File: config.mk
export PLATFORM = sky130hd
export DESIGN_NAME = iet_top
export DESIGN_NICKNAME = d
export VERILOG_FILES = /design/src/iet_etl.v /design/src/iet_top.v
export VERILOG_INCLUDE_DIRS = /design/src
export SDC_FILE = /design/constraint.sdc
export NUM_CORES = 2
export LEC_CHECK = 0
export BUFFER_PORTS_ARGS = -buffer_cell sky130_fd_sc_hd__buf_2
export CELL_PAD_IN_SITES_DETAIL_PLACEMENT = 0
export CELL_PAD_IN_SITES_GLOBAL_PLACEMENT = 2
export CORE_MARGIN = 8
export CORE_UTILIZATION = 42
export DETAILED_ROUTE_END_ITERATION = 10
export PLACE_DENSITY_LB_ADDON = 0.05
export SYNTH_ARGS = -nofsm -noshare
export SYNTH_HDL_FRONTEND = slang
export SYNTH_HIERARCHICAL = 1
export SYNTH_SLANG_ARGS = --single-unit
File: constraint.sdc
create_clock -name clock -period 146.8 [get_ports clock]
set_clock_uncertainty 0.15 [all_clocks]
set_input_delay 14.68 -clock clock [delete_from_list [all_inputs] [get_ports clock]]
set_output_delay 14.68 -clock clock [all_outputs]
set_load 0.005 [all_outputs]
File: src/iet_defs.vh
// Register map, field positions, reset values and timing counts of the interrupt block
`ifndef IET_DEFS_VH
`define IET_DEFS_VH
// Register byte offsets
`define IET_CFG      12'h100
`define IET_SSEL     12'h104
`define IET_ETLC     12'h108
`define IET_ROUTE    12'h10C
`define IET_PAT      12'h110
`define IET_GATE     12'h114
`define IET_STAT     12'h118
`define IET_CLR      12'h11C
`define IET_IEN      12'h120
// Node block at 0x000-0x0FC, channel block at 0x200-0x27C
`define IET_NODE_SEL 4'h0
`define IET_CH_SEL   5'h04
// Channel register index inside a 16-byte channel slot
`define IET_CR_SRC   2'h0
`define IET_CR_DST   2'h1
`define IET_CR_CNT   2'h2
`define IET_CR_CTL   2'h3
// Node control fields
`define IET_N_REQ    0
`define IET_N_EN     1
`define IET_N_PRI_LO 2
`define IET_N_PRI_HI 5
`define IET_N_XFER   6
`define IET_N_CH_LO  7
`define IET_N_CH_HI  9
// Channel control fields
`define IET_C_INCS   0
`define IET_C_INCD   1
`define IET_C_CONT   2
`define IET_C_WORD   3
// Output gating modes
`define IET_G_BLOCK  2'h0
`define IET_G_PASS   2'h1
`define IET_G_MATCH  2'h2
`define IET_G_MISS   2'h3
// Reset values
`define IET_RST_NODE 10'h000
`define IET_RST_W32  32'h0000_0000
// Response time in clocks, with and without the jump cache
`define IET_RESP_JC  4'h7
`define IET_RESP_NC  4'hB
`endif

File: src/iet_etl.v
// Edge trigger logic channel of the external request router
`timescale 1ns/100ps
module iet_edge_trig
(
    // Clock, reset and enable
    input  wire clock,
    input  wire rst_n,
    input  wire ce,
    // Input level and edge selection
    input  wire level,
    input  wire rise_en,
    input  wire fall_en,
    // Detected event
    output wire event_pulse
);
    reg prev;

    // Remember the last sampled level
    always @(posedge clock)
    begin
        if (!rst_n)
            prev <= 1'b0;
        else if (ce)
            prev <= level;
    end

    // Rising, falling or both edges as selected
    assign event_pulse = ce & ((rise_en & level & ~prev) | (fall_en & ~level & prev));
endmodule // iet_edge_trig

File: src/iet_top.v
// Interrupt nodes, event transfer channels, request router and trap path
`timescale 1ns/100ps
`include "iet_defs.vh"
// Operation
// [RULE1] Per node, software picks interrupt service or event transfer service.
// [RULE2] Interrupt service forces a branch to the node's vector table entry.
// [RULE3] A transfer service takes exactly one cycle, with no vector branch.
// [RULE4] A transfer moves a byte or word, then steps source and/or destination.
// [RULE5] Each transfer decrements the channel counter unless continuous mode is set.
// [RULE6] With the counter at zero, the next request becomes a normal interrupt.
// [RULE7] Eight independent event transfer channels.
// [RULE8] Response is 7 clocks with jump cache, 11 clocks without.
// [RULE9] 64 nodes, each with request flag, enable flag and priority field.
// [RULE10] Shared nodes take their source from programmable selection registers.
// [RULE11] Router: 4 edge channels, routing matrix, 4 output gating units.
// [RULE12] Each router channel detects rising, falling or both edges.
// [RULE13] Each gating unit passes events on pattern match or on pattern miss.
// [RULE14] A run-time error raises a trap, serviced like an interrupt.
// [RULE15] Highest priority enabled pending node wins; lowest index breaks ties.
// [RULE16] A node's request flag clears when its request is accepted.
module iet_top #(
    parameter          AW       = 16,
    parameter          CW       = 8,
    parameter [AW-1:0] VEC_BASE = 16'h0000,
    parameter [AW-1:0] TRAP_VEC = 16'h0100
)
(
    // Clock, reset and enable
    input  wire          clock,
    input  wire          rst_n,
    input  wire          ce,
    // APB slave
    input  wire          psel,
    input  wire          penable,
    input  wire          pwrite,
    input  wire [11:0]   paddr,
    input  wire [31:0]   pwdata,
    output reg  [31:0]   prdata,
    output reg           pready,
    output reg           pslverr,
    // Request sources
    input  wire [63:0]   src_req,
    input  wire [7:0]    alt_src,
    input  wire [3:0]    router_in,
    input  wire          trap_req,
    // Core side
    output reg           branch,
    output reg  [AW-1:0] branch_addr,
    output reg           xfer_go,
    output reg  [AW-1:0] xfer_src,
    output reg  [AW-1:0] xfer_dst,
    output reg           xfer_word,
    output reg  [3:0]    router_trig,
    output reg           irq
);
    localparam ST_IDLE = 2'b01;
    localparam ST_RESP = 2'b10;

    reg  [9:0]    node [0:63];
    reg  [AW-1:0] sptr [0:7];
    reg  [AW-1:0] dptr [0:7];
    reg  [CW-1:0] cnt  [0:7];
    reg  [3:0]    cctl [0:7];
    reg           jc;
    reg  [15:0]   ssel;
    reg  [7:0]    etlc;
    reg  [15:0]   route;
    reg  [31:0]   pat;
    reg  [7:0]    gate;
    reg  [8:0]    stat;
    reg  [8:0]    ien;
    reg  [1:0]    state;
    reg  [3:0]    rcnt;
    reg           trap_pend;
    reg  [31:0]   rd_val;
    reg           hit;
    reg  [63:0]   src_eff;
    reg  [3:0]    next_trig;
    reg           win_ok;
    reg  [5:0]    win_idx;
    reg  [3:0]    win_pri;
    reg           comb;
    reg           mt;
    wire [3:0]    evt;
    integer       i;
    integer       j;
    integer       k;
    integer       m;

    // APB decode; writes land at the edge where pready is sampled high
    wire       acc      = psel & penable & ce;
    wire       wr       = acc & pready & pwrite;
    wire       node_sel = (paddr[11:8] == `IET_NODE_SEL);
    wire       ch_sel   = (paddr[11:7] == `IET_CH_SEL);
    wire [5:0] nidx     = paddr[7:2];
    wire [2:0] cidx     = paddr[6:4];
    wire [1:0] creg     = paddr[3:2];

    // Read data and address check
    always @*
    begin
        rd_val = `IET_RST_W32;
        hit    = 1'b1;
        if (node_sel)
            rd_val = {22'h00_0000, node[nidx]};
        else if (ch_sel)
        begin
            case (creg)
                `IET_CR_SRC: rd_val = {{(32-AW){1'b0}}, sptr[cidx]};
                `IET_CR_DST: rd_val = {{(32-AW){1'b0}}, dptr[cidx]};
                `IET_CR_CNT: rd_val = {{(32-CW){1'b0}}, cnt[cidx]};
                default:     rd_val = {28'h000_0000, cctl[cidx]};
            endcase
        end
        else
        begin
            case (paddr)
                `IET_CFG:   rd_val = {31'h0000_0000, jc};
                `IET_SSEL:  rd_val = {16'h0000, ssel};
                `IET_ETLC:  rd_val = {24'h00_0000, etlc};
                `IET_ROUTE: rd_val = {16'h0000, route};
                `IET_PAT:   rd_val = pat;
                `IET_GATE:  rd_val = {24'h00_0000, gate};
                `IET_STAT:  rd_val = {23'h00_0000, stat};
                `IET_CLR:   rd_val = `IET_RST_W32;
                `IET_IEN:   rd_val = {23'h00_0000, ien};
                default:    hit    = 1'b0;
            endcase
        end
    end

    // Edge detection on the four router inputs
    genvar gv;
    generate
        for (gv = 0; gv < 4; gv = gv + 1)
        begin : g_edge
            iet_edge_trig u_edge_trig
            (
                .clock      (clock),
                .rst_n      (rst_n),
                .ce         (ce),
                .level      (router_in[gv]),
                .rise_en    (etlc[gv]),
                .fall_en    (etlc[4 + gv]),
                .event_pulse(evt[gv])
            ); // [RULE11] [RULE12]
        end
    endgenerate

    // Routing matrix and output gating units
    always @*
    begin
        next_trig = 4'h0;
        comb      = 1'b0;
        mt        = 1'b0;
        for (k = 0; k < 4; k = k + 1)
        begin
            comb = |(evt & route[4*k +: 4]); // [RULE11]
            mt   = (((router_in ^ pat[16 + 4*k +: 4]) & pat[4*k +: 4]) == 4'h0);
            case (gate[2*k +: 2])
                `IET_G_PASS:  next_trig[k] = comb;
                `IET_G_MATCH: next_trig[k] = comb & mt; // [RULE13]
                `IET_G_MISS:  next_trig[k] = comb & ~mt; // [RULE13]
                default:      next_trig[k] = 1'b0;
            endcase
        end
    end

    // Dedicated sources, with nodes 56..63 chosen by the select register
    always @*
    begin
        src_eff = src_req;
        for (m = 0; m < 8; m = m + 1)
        begin
            case (ssel[2*m +: 2])
                2'h0:    src_eff[56 + m] = src_req[56 + m];
                2'h1:    src_eff[56 + m] = router_trig[m % 4]; // [RULE10]
                2'h2:    src_eff[56 + m] = alt_src[m]; // [RULE10]
                default: src_eff[56 + m] = 1'b0;
            endcase
        end
    end

    // Pick the enabled pending node of highest priority
    always @*
    begin
        win_ok  = 1'b0;
        win_idx = 6'h00;
        win_pri = 4'h0;
        for (i = 0; i < 64; i = i + 1)
        begin
            if (node[i][`IET_N_REQ] && node[i][`IET_N_EN] &&
                (!win_ok || node[i][`IET_N_PRI_HI:`IET_N_PRI_LO] > win_pri))
            begin
                win_ok  = 1'b1; // [RULE15]
                win_idx = i[5:0];
                win_pri = node[i][`IET_N_PRI_HI:`IET_N_PRI_LO];
            end
        end
    end

    // Service decision for the winning node
    wire [2:0]    gch       = node[win_idx][`IET_N_CH_HI:`IET_N_CH_LO];
    wire          g_cont    = cctl[gch][`IET_C_CONT];
    wire          g_word    = cctl[gch][`IET_C_WORD];
    wire          g_xfer    = node[win_idx][`IET_N_XFER] &
                              (g_cont | (cnt[gch] != {CW{1'b0}})); // [RULE1] [RULE6]
    wire          take_trap = (state == ST_IDLE) & trap_pend; // [RULE14]
    wire          grant     = (state == ST_IDLE) & ~trap_pend & win_ok;
    wire [3:0]    lat_m1    = (jc ? `IET_RESP_JC : `IET_RESP_NC) - 4'h1; // [RULE8]
    wire [AW-1:0] step      = {{(AW-2){1'b0}}, g_word, ~g_word};
    wire          last_one  = (cnt[gch] == {{(CW-1){1'b0}}, 1'b1});
    wire [7:0]    zero_ev   = (grant & g_xfer & ~g_cont & last_one) ?
                              (8'h01 << gch) : 8'h00;
    wire [8:0]    clr_mask  = (wr && !node_sel && !ch_sel && paddr == `IET_CLR) ?
                              pwdata[8:0] : 9'h000;

    // Registers, service sequencing and bus answer
    always @(posedge clock)
    begin
        if (!rst_n)
        begin
            for (j = 0; j < 64; j = j + 1)
                node[j] <= `IET_RST_NODE;
            for (j = 0; j < 8; j = j + 1)
            begin
                sptr[j] <= {AW{1'b0}};
                dptr[j] <= {AW{1'b0}};
                cnt[j]  <= {CW{1'b0}};
                cctl[j] <= 4'h0;
            end
            jc          <= 1'b0;
            ssel        <= 16'h0000;
            etlc        <= 8'h00;
            route       <= 16'h0000;
            pat         <= `IET_RST_W32;
            gate        <= 8'h00;
            stat        <= 9'h000;
            ien         <= 9'h000;
            state       <= ST_IDLE;
            rcnt        <= 4'h0;
            trap_pend   <= 1'b0;
            prdata      <= `IET_RST_W32;
            pready      <= 1'b0;
            pslverr     <= 1'b0;
            branch      <= 1'b0;
            branch_addr <= {AW{1'b0}};
            xfer_go     <= 1'b0;
            xfer_src    <= {AW{1'b0}};
            xfer_dst    <= {AW{1'b0}};
            xfer_word   <= 1'b0;
            router_trig <= 4'h0;
            irq         <= 1'b0;
        end
        else if (ce)
        begin
            // One wait state, then answer
            pready  <= acc & ~pready;
            pslverr <= acc & ~pready & ~hit;
            if (acc && !pready && !pwrite)
                prdata <= rd_val; // Read data holds until the next read

            // Request flags: source set wins over grant clear and write
            for (j = 0; j < 64; j = j + 1)
            begin
                if (wr && node_sel && nidx == j[5:0])
                    node[j] <= {pwdata[9:1], pwdata[0] | src_eff[j]}; // [RULE9]
                else
                    node[j][`IET_N_REQ] <= src_eff[j] | (node[j][`IET_N_REQ] &
                        ~(grant && win_idx == j[5:0])); // [RULE16]
            end

            // Channel pointers and counters, software write wins
            for (j = 0; j < 8; j = j + 1)
            begin
                if (grant && g_xfer && gch == j[2:0]) // [RULE7]
                begin
                    if (cctl[j][`IET_C_INCS])
                        sptr[j] <= sptr[j] + step; // [RULE4]
                    if (cctl[j][`IET_C_INCD])
                        dptr[j] <= dptr[j] + step; // [RULE4]
                    if (!cctl[j][`IET_C_CONT])
                        cnt[j] <= cnt[j] - {{(CW-1){1'b0}}, 1'b1}; // [RULE5]
                end
                if (wr && ch_sel && cidx == j[2:0])
                begin
                    case (creg)
                        `IET_CR_SRC: sptr[j] <= pwdata[AW-1:0];
                        `IET_CR_DST: dptr[j] <= pwdata[AW-1:0];
                        `IET_CR_CNT: cnt[j]  <= pwdata[CW-1:0];
                        default:     cctl[j] <= pwdata[3:0];
                    endcase
                end
            end

            // Configuration writes
            if (wr && !node_sel && !ch_sel)
            begin
                case (paddr)
                    `IET_CFG:   jc    <= pwdata[0];
                    `IET_SSEL:  ssel  <= pwdata[15:0];
                    `IET_ETLC:  etlc  <= pwdata[7:0];
                    `IET_ROUTE: route <= pwdata[15:0];
                    `IET_PAT:   pat   <= pwdata;
                    `IET_GATE:  gate  <= pwdata[7:0];
                    `IET_IEN:   ien   <= pwdata[8:0];
                    default:    jc    <= jc;
                endcase
            end

            // Sticky status, set wins over clear, and interrupt line
            stat      <= (stat & ~clr_mask) | {take_trap, zero_ev};
            irq       <= |(stat & ien);
            trap_pend <= trap_req | (trap_pend & ~take_trap);
            router_trig <= next_trig;

            // Service sequencing
            branch  <= 1'b0;
            xfer_go <= 1'b0;
            case (state)
                ST_IDLE:
                begin
                    if (take_trap)
                    begin
                        state       <= ST_RESP; // [RULE14]
                        rcnt        <= lat_m1;
                        branch_addr <= TRAP_VEC;
                    end
                    else if (grant && g_xfer)
                    begin
                        xfer_go   <= 1'b1; // [RULE3]
                        xfer_src  <= sptr[gch];
                        xfer_dst  <= dptr[gch];
                        xfer_word <= g_word;
                    end
                    else if (grant)
                    begin
                        state       <= ST_RESP;
                        rcnt        <= lat_m1;
                        branch_addr <= VEC_BASE +
                            {{(AW-8){1'b0}}, win_idx, 2'b00}; // [RULE2] [RULE6]
                    end
                end
                ST_RESP:
                begin
                    if (rcnt == 4'h1)
                    begin
                        branch <= 1'b1; // [RULE2] [RULE8]
                        state  <= ST_IDLE;
                    end
                    else
                        rcnt <= rcnt - 4'h1;
                end
                default:
                    state <= ST_IDLE;
            endcase
        end
    end
endmodule // iet_top

=== Word-level counts from Yosys, hierarchy flattened ===
Memories as Yosys holds them, arrays and structs flattened. A register that Yosys moved wholly into a read port is not among the register bits.
Index checks and enable logic that the tools add are counted.

* Add/subtract/negate cells: 26
* Order comparisons: 63
* Equal/unequal tests: 189
* Shift operators: 1
* Muxes and demuxes: 1179
* Bitwise logic cells: 522
* Reduce and logical (&&, ||, !) cells: 451

{| class="wikitable"
|+ Operator list
! operator !! number
|-
| 2-to-1 mux 1 bit || 902
|-
| 2-to-1 mux 10 bit || 64
|-
| 2-to-1 mux 16 bit || 35
|-
| equality test 6 bit (second input constant) || 64
|-
| 2-to-1 mux 6 bit || 62
|-
| OR 1 bit || 318
|-
| 2-to-1 mux 4 bit || 76
|-
| logical AND 1 bit || 279
|-
| adder 16 x 2 -> 16 bit || 16
|-
| one-hot mux 32 bit (8 select lines) || 1
|-
| greater-than comparator 4 bit || 63
|-
| equality test 6 x 5 -> 1 bit (second input constant) || 32
|-
| 2-to-1 mux 8 bit || 17
|-
| equality test 12 x 9 -> 1 bit (second input constant) || 9
|-
| AND 1 bit || 106
|-
| equality test 6 x 4 -> 1 bit (second input constant) || 16
|-
| NOT 1 bit || 82
|-
| logical NOT 1 bit || 69
|-
| 2-to-1 mux 32 bit || 2
|-
| subtractor 8 x 1 -> 8 bit (second input constant) || 8
|-
| logical OR 1 bit || 63
|-
| equality test 6 x 3 -> 1 bit (second input constant) || 8
|-
| one-hot mux 16 bit (3 select lines) || 1
|-
| equality test 2 bit (second input constant) || 18
|-
| other kinds (36) || 120
|}

* Register bits: 168
* Memory bits (writable): 992
* Input port bits: 127
* Output and inout bits: 90
* Word-level logic and storage cells: 2460
* Memories: 5

{| class="wikitable"
|+ Memories
! name !! words !! bits a word !! rd ports !! clocked after Yosys merged registers in !! wr ports !! line !! source
|-
| node || 64 || 10 || 66 || 0 || 64 || iet_top.v:59 || <nowiki>reg [9:0] node [0:63];</nowiki>
|-
| dptr || 8 || 16 || 10 || 1 || 8 || iet_top.v:61 || <nowiki>reg [AW-1:0] dptr [0:7];</nowiki>
|-
| sptr || 8 || 16 || 10 || 1 || 8 || iet_top.v:60 || <nowiki>reg [AW-1:0] sptr [0:7];</nowiki>
|-
| cnt || 8 || 8 || 10 || 0 || 8 || iet_top.v:62 || <nowiki>reg [CW-1:0] cnt [0:7];</nowiki>
|-
| cctl || 8 || 4 || 10 || 0 || 8 || iet_top.v:63 || <nowiki>reg [3:0] cctl [0:7];</nowiki>
|}

=== Longest topological paths before layout ===
An unclocked memory read counts as a cell.

* Depth in word-level cells: 268
* Gate-level depth with buffers: 598
* Mapped depth without buffers: 577

=== Hierarchy ===
The synthesis kept the hierarchy.

{| class="wikitable"
|+ Modules (own cells, without submodules)
! module !! instances !! cells an instance !! area an instance (sq um) !! seq. area each (sq um)
|-
| iet_top || 1 || 7854 || 78097.4 || 33532.2
|-
| iet_edge_trig || 4 || 6 || 57.6 || 20.0
|}

=== Worst setup path before layout ===
No wires, ideal clock.

* Path kind: reg2reg
* Start point: mem node[0][0]
* End point: mem sptr[4][14] (data pin)
* Library setup time: 0.267 ns
* Arrival: 102.891 ns
* Data required time: 146.383 ns
* Setup slack: 43.492 ns
* Stages on the path, launching flop included: 533
* Path buffers: 19
* Clock period less this slack: 103.308 ns
* Cells stage by stage: edfxtp_1 buf_4 and3_2 inv_1 ha_1 nor2b_1 o211a_1 o21ai_1 a21o_1 inv_1 ha_1 and4_1 a21o_1 a31oi_1 a211oi_1 or2_2 ha_1 and4_1 [497 not listed] or3_1 buf_6 buf_2 buf_2 mux2i_1 nor2_1 a21oi_1 o21ai_0 inv_1 ha_1 fa_1 nand3_1 nor2_1 and3_1 and3_1 and3_1 xnor2_1 o31ai_1

{| class="wikitable"
|+ RTL lines
! element !! line
|-
| start: declaration || iet_top.v:59
|-
| end: declaration || iet_top.v:60
|}

==> results.py <==
metrics = {
    "outcome": {
        "status": "complete, no violations",
    },
    "critical_path": {
        "endpoint_kind": "flip-flop",
        "slowest_delay_ns": 1.00,
        "critPathLaunch": "node[0][0]$_SDFFCE_PN0P_",
        "cp-start-kind": "flip-flop",
        "path_max_fanout": 51,
        "cp_common_cell": "a21oi_1",
        "crit_type": "flip-flop to flip-flop",
        "crit_slowest_cell": "nand3_1",
        "arrival_ns": 116.85,
        "r2r_start": "node[0][0]$_SDFFCE_PN0P_",
        "critPathBufInv": 31,
        "critical-path-top-delay-family": "compound AO/OA/AOI/OAI gates",
        "required_ns": 147.06,
    },
    "sta": {
        "finalMaxSlewViolations": 0,
        "worst_slew_pin_slew_ns": 1.352,
        "tns_ns": 0,
        "period_minus_slack_ns": 116.59,
        "max_freq_mhz": 8.577,
        "maxSlewHeadroom_pct": 9.540,
        "setup_slack_ns": 30.21,
        "finalHoldViolCount": 0,
        "setup_viol": 0,
        "fin_crit_sh_pct": 79.42,
        "rsz0062_at_grt": "false",
    },
    "placed_design": {
        "hpwl_mm": 238.4,
        "routabilityCongestion": 0.9751,
        "dpl_cell_area_mm2": 0.08166,
        "post-place-ws_ns": 31.66,
        "io_buffer_count": 207,
        "post-place-cells": 10215,
    },
    "drt": {
        "vias_per_cell": 6.404,
        "routed_wl_mm": 322.8,
        "drcViolationCount": 0,
        "firstDrtPassIters": 7,
        "drt_iter0_markers": 8399,
        "vias": 67030,
        "avgRoutedWirePerCell_um": 30.84,
        "ant_nets": 0,
    },
    "clock_network": {
        "hold_buffers": 0,
        "cts_buffers": 138,
        "clkSinkCount": 1183,
        "cts-resized-gates": 0,
        "clk_latency_ns": 0.80,
        "clk_pin_slew_ns": 0.06,
        "ctsRootBufferMaster": "clkbuf_16",
        "htreeDepth": 4,
        "cts_setup_buffers": 0,
        "clock_path_buffers": 3,
        "cts_tree": "yes",
    },
    "synthesis": {
        "synth_top_flop_cell": "edfxtp_1",
        "async_flop_share_pct": 0,
        "synth_edf_count": 992,
        "avgSynthCellArea_um2": 9.943,
        "synth_seq_cells": 1183,
        "synthCells": 7878,
        "ys_seq_area_share_pct": 42.91,
        "synth.cell_area_mm2": 0.07833,
        "yosys_warnings": 6,
        "ys_types": 142,
    },
    "finish": {
        "layout_commonest_cell": "nand2_1",
        "layout-drive-gt1-share_pct": 14.72,
        "multiInputGateArea_mm2": 0.04170,
        "fin_nets": 8256,
        "regArea_mm2": 0.03361,
        "fin_cells": 10467,
        "final_area_mm2": 0.08619,
        "n_fill_cell": 17666,
        "area_delta_synth_final_pct": 10.04,
        "layout_common_cells": "nand2_1, edfxtp_1, nor2_1",
    },
    "floorplanning": {
        "die_width_um": 447.9,
        "dieArea_mm2": 0.2006,
        "rows": 158,
        "core_region_area_mm2": 0.1854,
        "die-height_um": 447.9,
        "initial_core_util_pct": 42.24,
        "io-pin-count": 217,
    },
    "grt": {
        "antenna_found_initial": 18,
        "grt_pass1_wl_mm": 460.2,
        "grtUsageTotal_pct": 31.03,
        "grt_pass1_vias": 62949,
        "grt_max_degree": 103,
        "gr-total-overflow": 0,
    },
    "hold_path": {
        "min-delay-start": "prdata[17]$_SDFFE_PN0P_",
        "hp-class": "flip-flop to flip-flop",
    },
    "run": {
        "drv_cap": 0,
    },
}
flip-flops by register name, indices dropped and copies added (netlist names), 32 cells and up:
signal and count:
cctl 32, cnt 64, dptr 128, node 640, pat 32, prdata 32
sptr 128
path summary, 6_finish.rpt:
| kind | to | slack, ns | depth (start not counted) |
|---|---|---|---|
| worst max-delay path | sptr[4][10]$_SDFFCE_PN0P_ | 30.21 | 515 |
| worst min register to register | prdata[17]$_SDFFE_PN0P_ | 0.30 | 2 |
| worst max register to register | sptr[4][10]$_SDFFCE_PN0P_ | 30.21 | 515 |
| worst min-delay path | prdata[17]$_SDFFE_PN0P_ | 0.30 | 2 |
metal layers:
layer  GRT usage [%]  wire length (um)  vias up
met2           45.26            136700     3514
met1           45.06            139300    33648
li1                -                 -    29390
met3           7.933             35320      470
met4           9.931             11410        8
met5               0                50        -
synthesized netlist by cell type, types with 103 or more instances:
cell,count,area [um^2]
edfxtp_1,992,29790
a21oi_1,484,2422
nand3_1,325,1627
xnor2_1,139,1217
mux2i_1,171,1712
o21ai_1,146,730.7
nor2_1,805,3022
a211oi_1,157,1179
clkbuf_1,351,1318
dfxtp_1,191,3824
ha_1,238,2978
o21ai_0,214,1071
xor2_1,152,1331
a31oi_1,114,713.2
nand2_1,1183,4441
mux2_2,131,1475
and3_1,110,688.2
nor3_1,103,515.5
mux4_2,316,7117
inv_1,321,1205
logic make-up after synthesis:
logic type	after synthesis	share of synthesized area [%]
buf+inv	804	4.148
fa+ha+maj	263	4.326
xor+xnor	291	3.254
mux	637	13.53
compound gates	1761	14.95
other cells	1	0.004788
simple gates	2938	16.87
flops	1183	42.91
area by class of cell:
cell class                      instances  area share (%)
Clock inverter                         71          0.8841
Inverter                              325           1.426
Clock buffer                          177           4.358
Sequential cell                      1183           39.00
Multi-Input combinational cell       5899           48.39
Tap cell                             2480           3.600
Timing Repair Buffer                  328           2.337
Antenna cell                            4         0.01161
worst register-to-register path: cells and delay by family, from the launching register on:
family,cells,cell delay (ns)
DFF,1,0.48
buffers and inverters,31,2.53
and+or+nand+nor,113,22.58
AOI/OAI and AO/OA,258,56.43
adders and majority gates,71,20.72
muxes,42,13.33
through the flow:
stage | hold slack [ns] | util, %
2_1_floorplan | 0.2926 | -
3_3_place_gp | 0.2895 | 44.04
3_5_place_dp | 0.2928 | 44.04
4_1_cts | 0.3004 | 46.47
5_1_grt | 0.3171 | 46.47
6_report | 0.2974 | 46.48
Power is not shown: default switching activity piles up to over one toggle a cycle in this logic, so the estimate is an artifact.
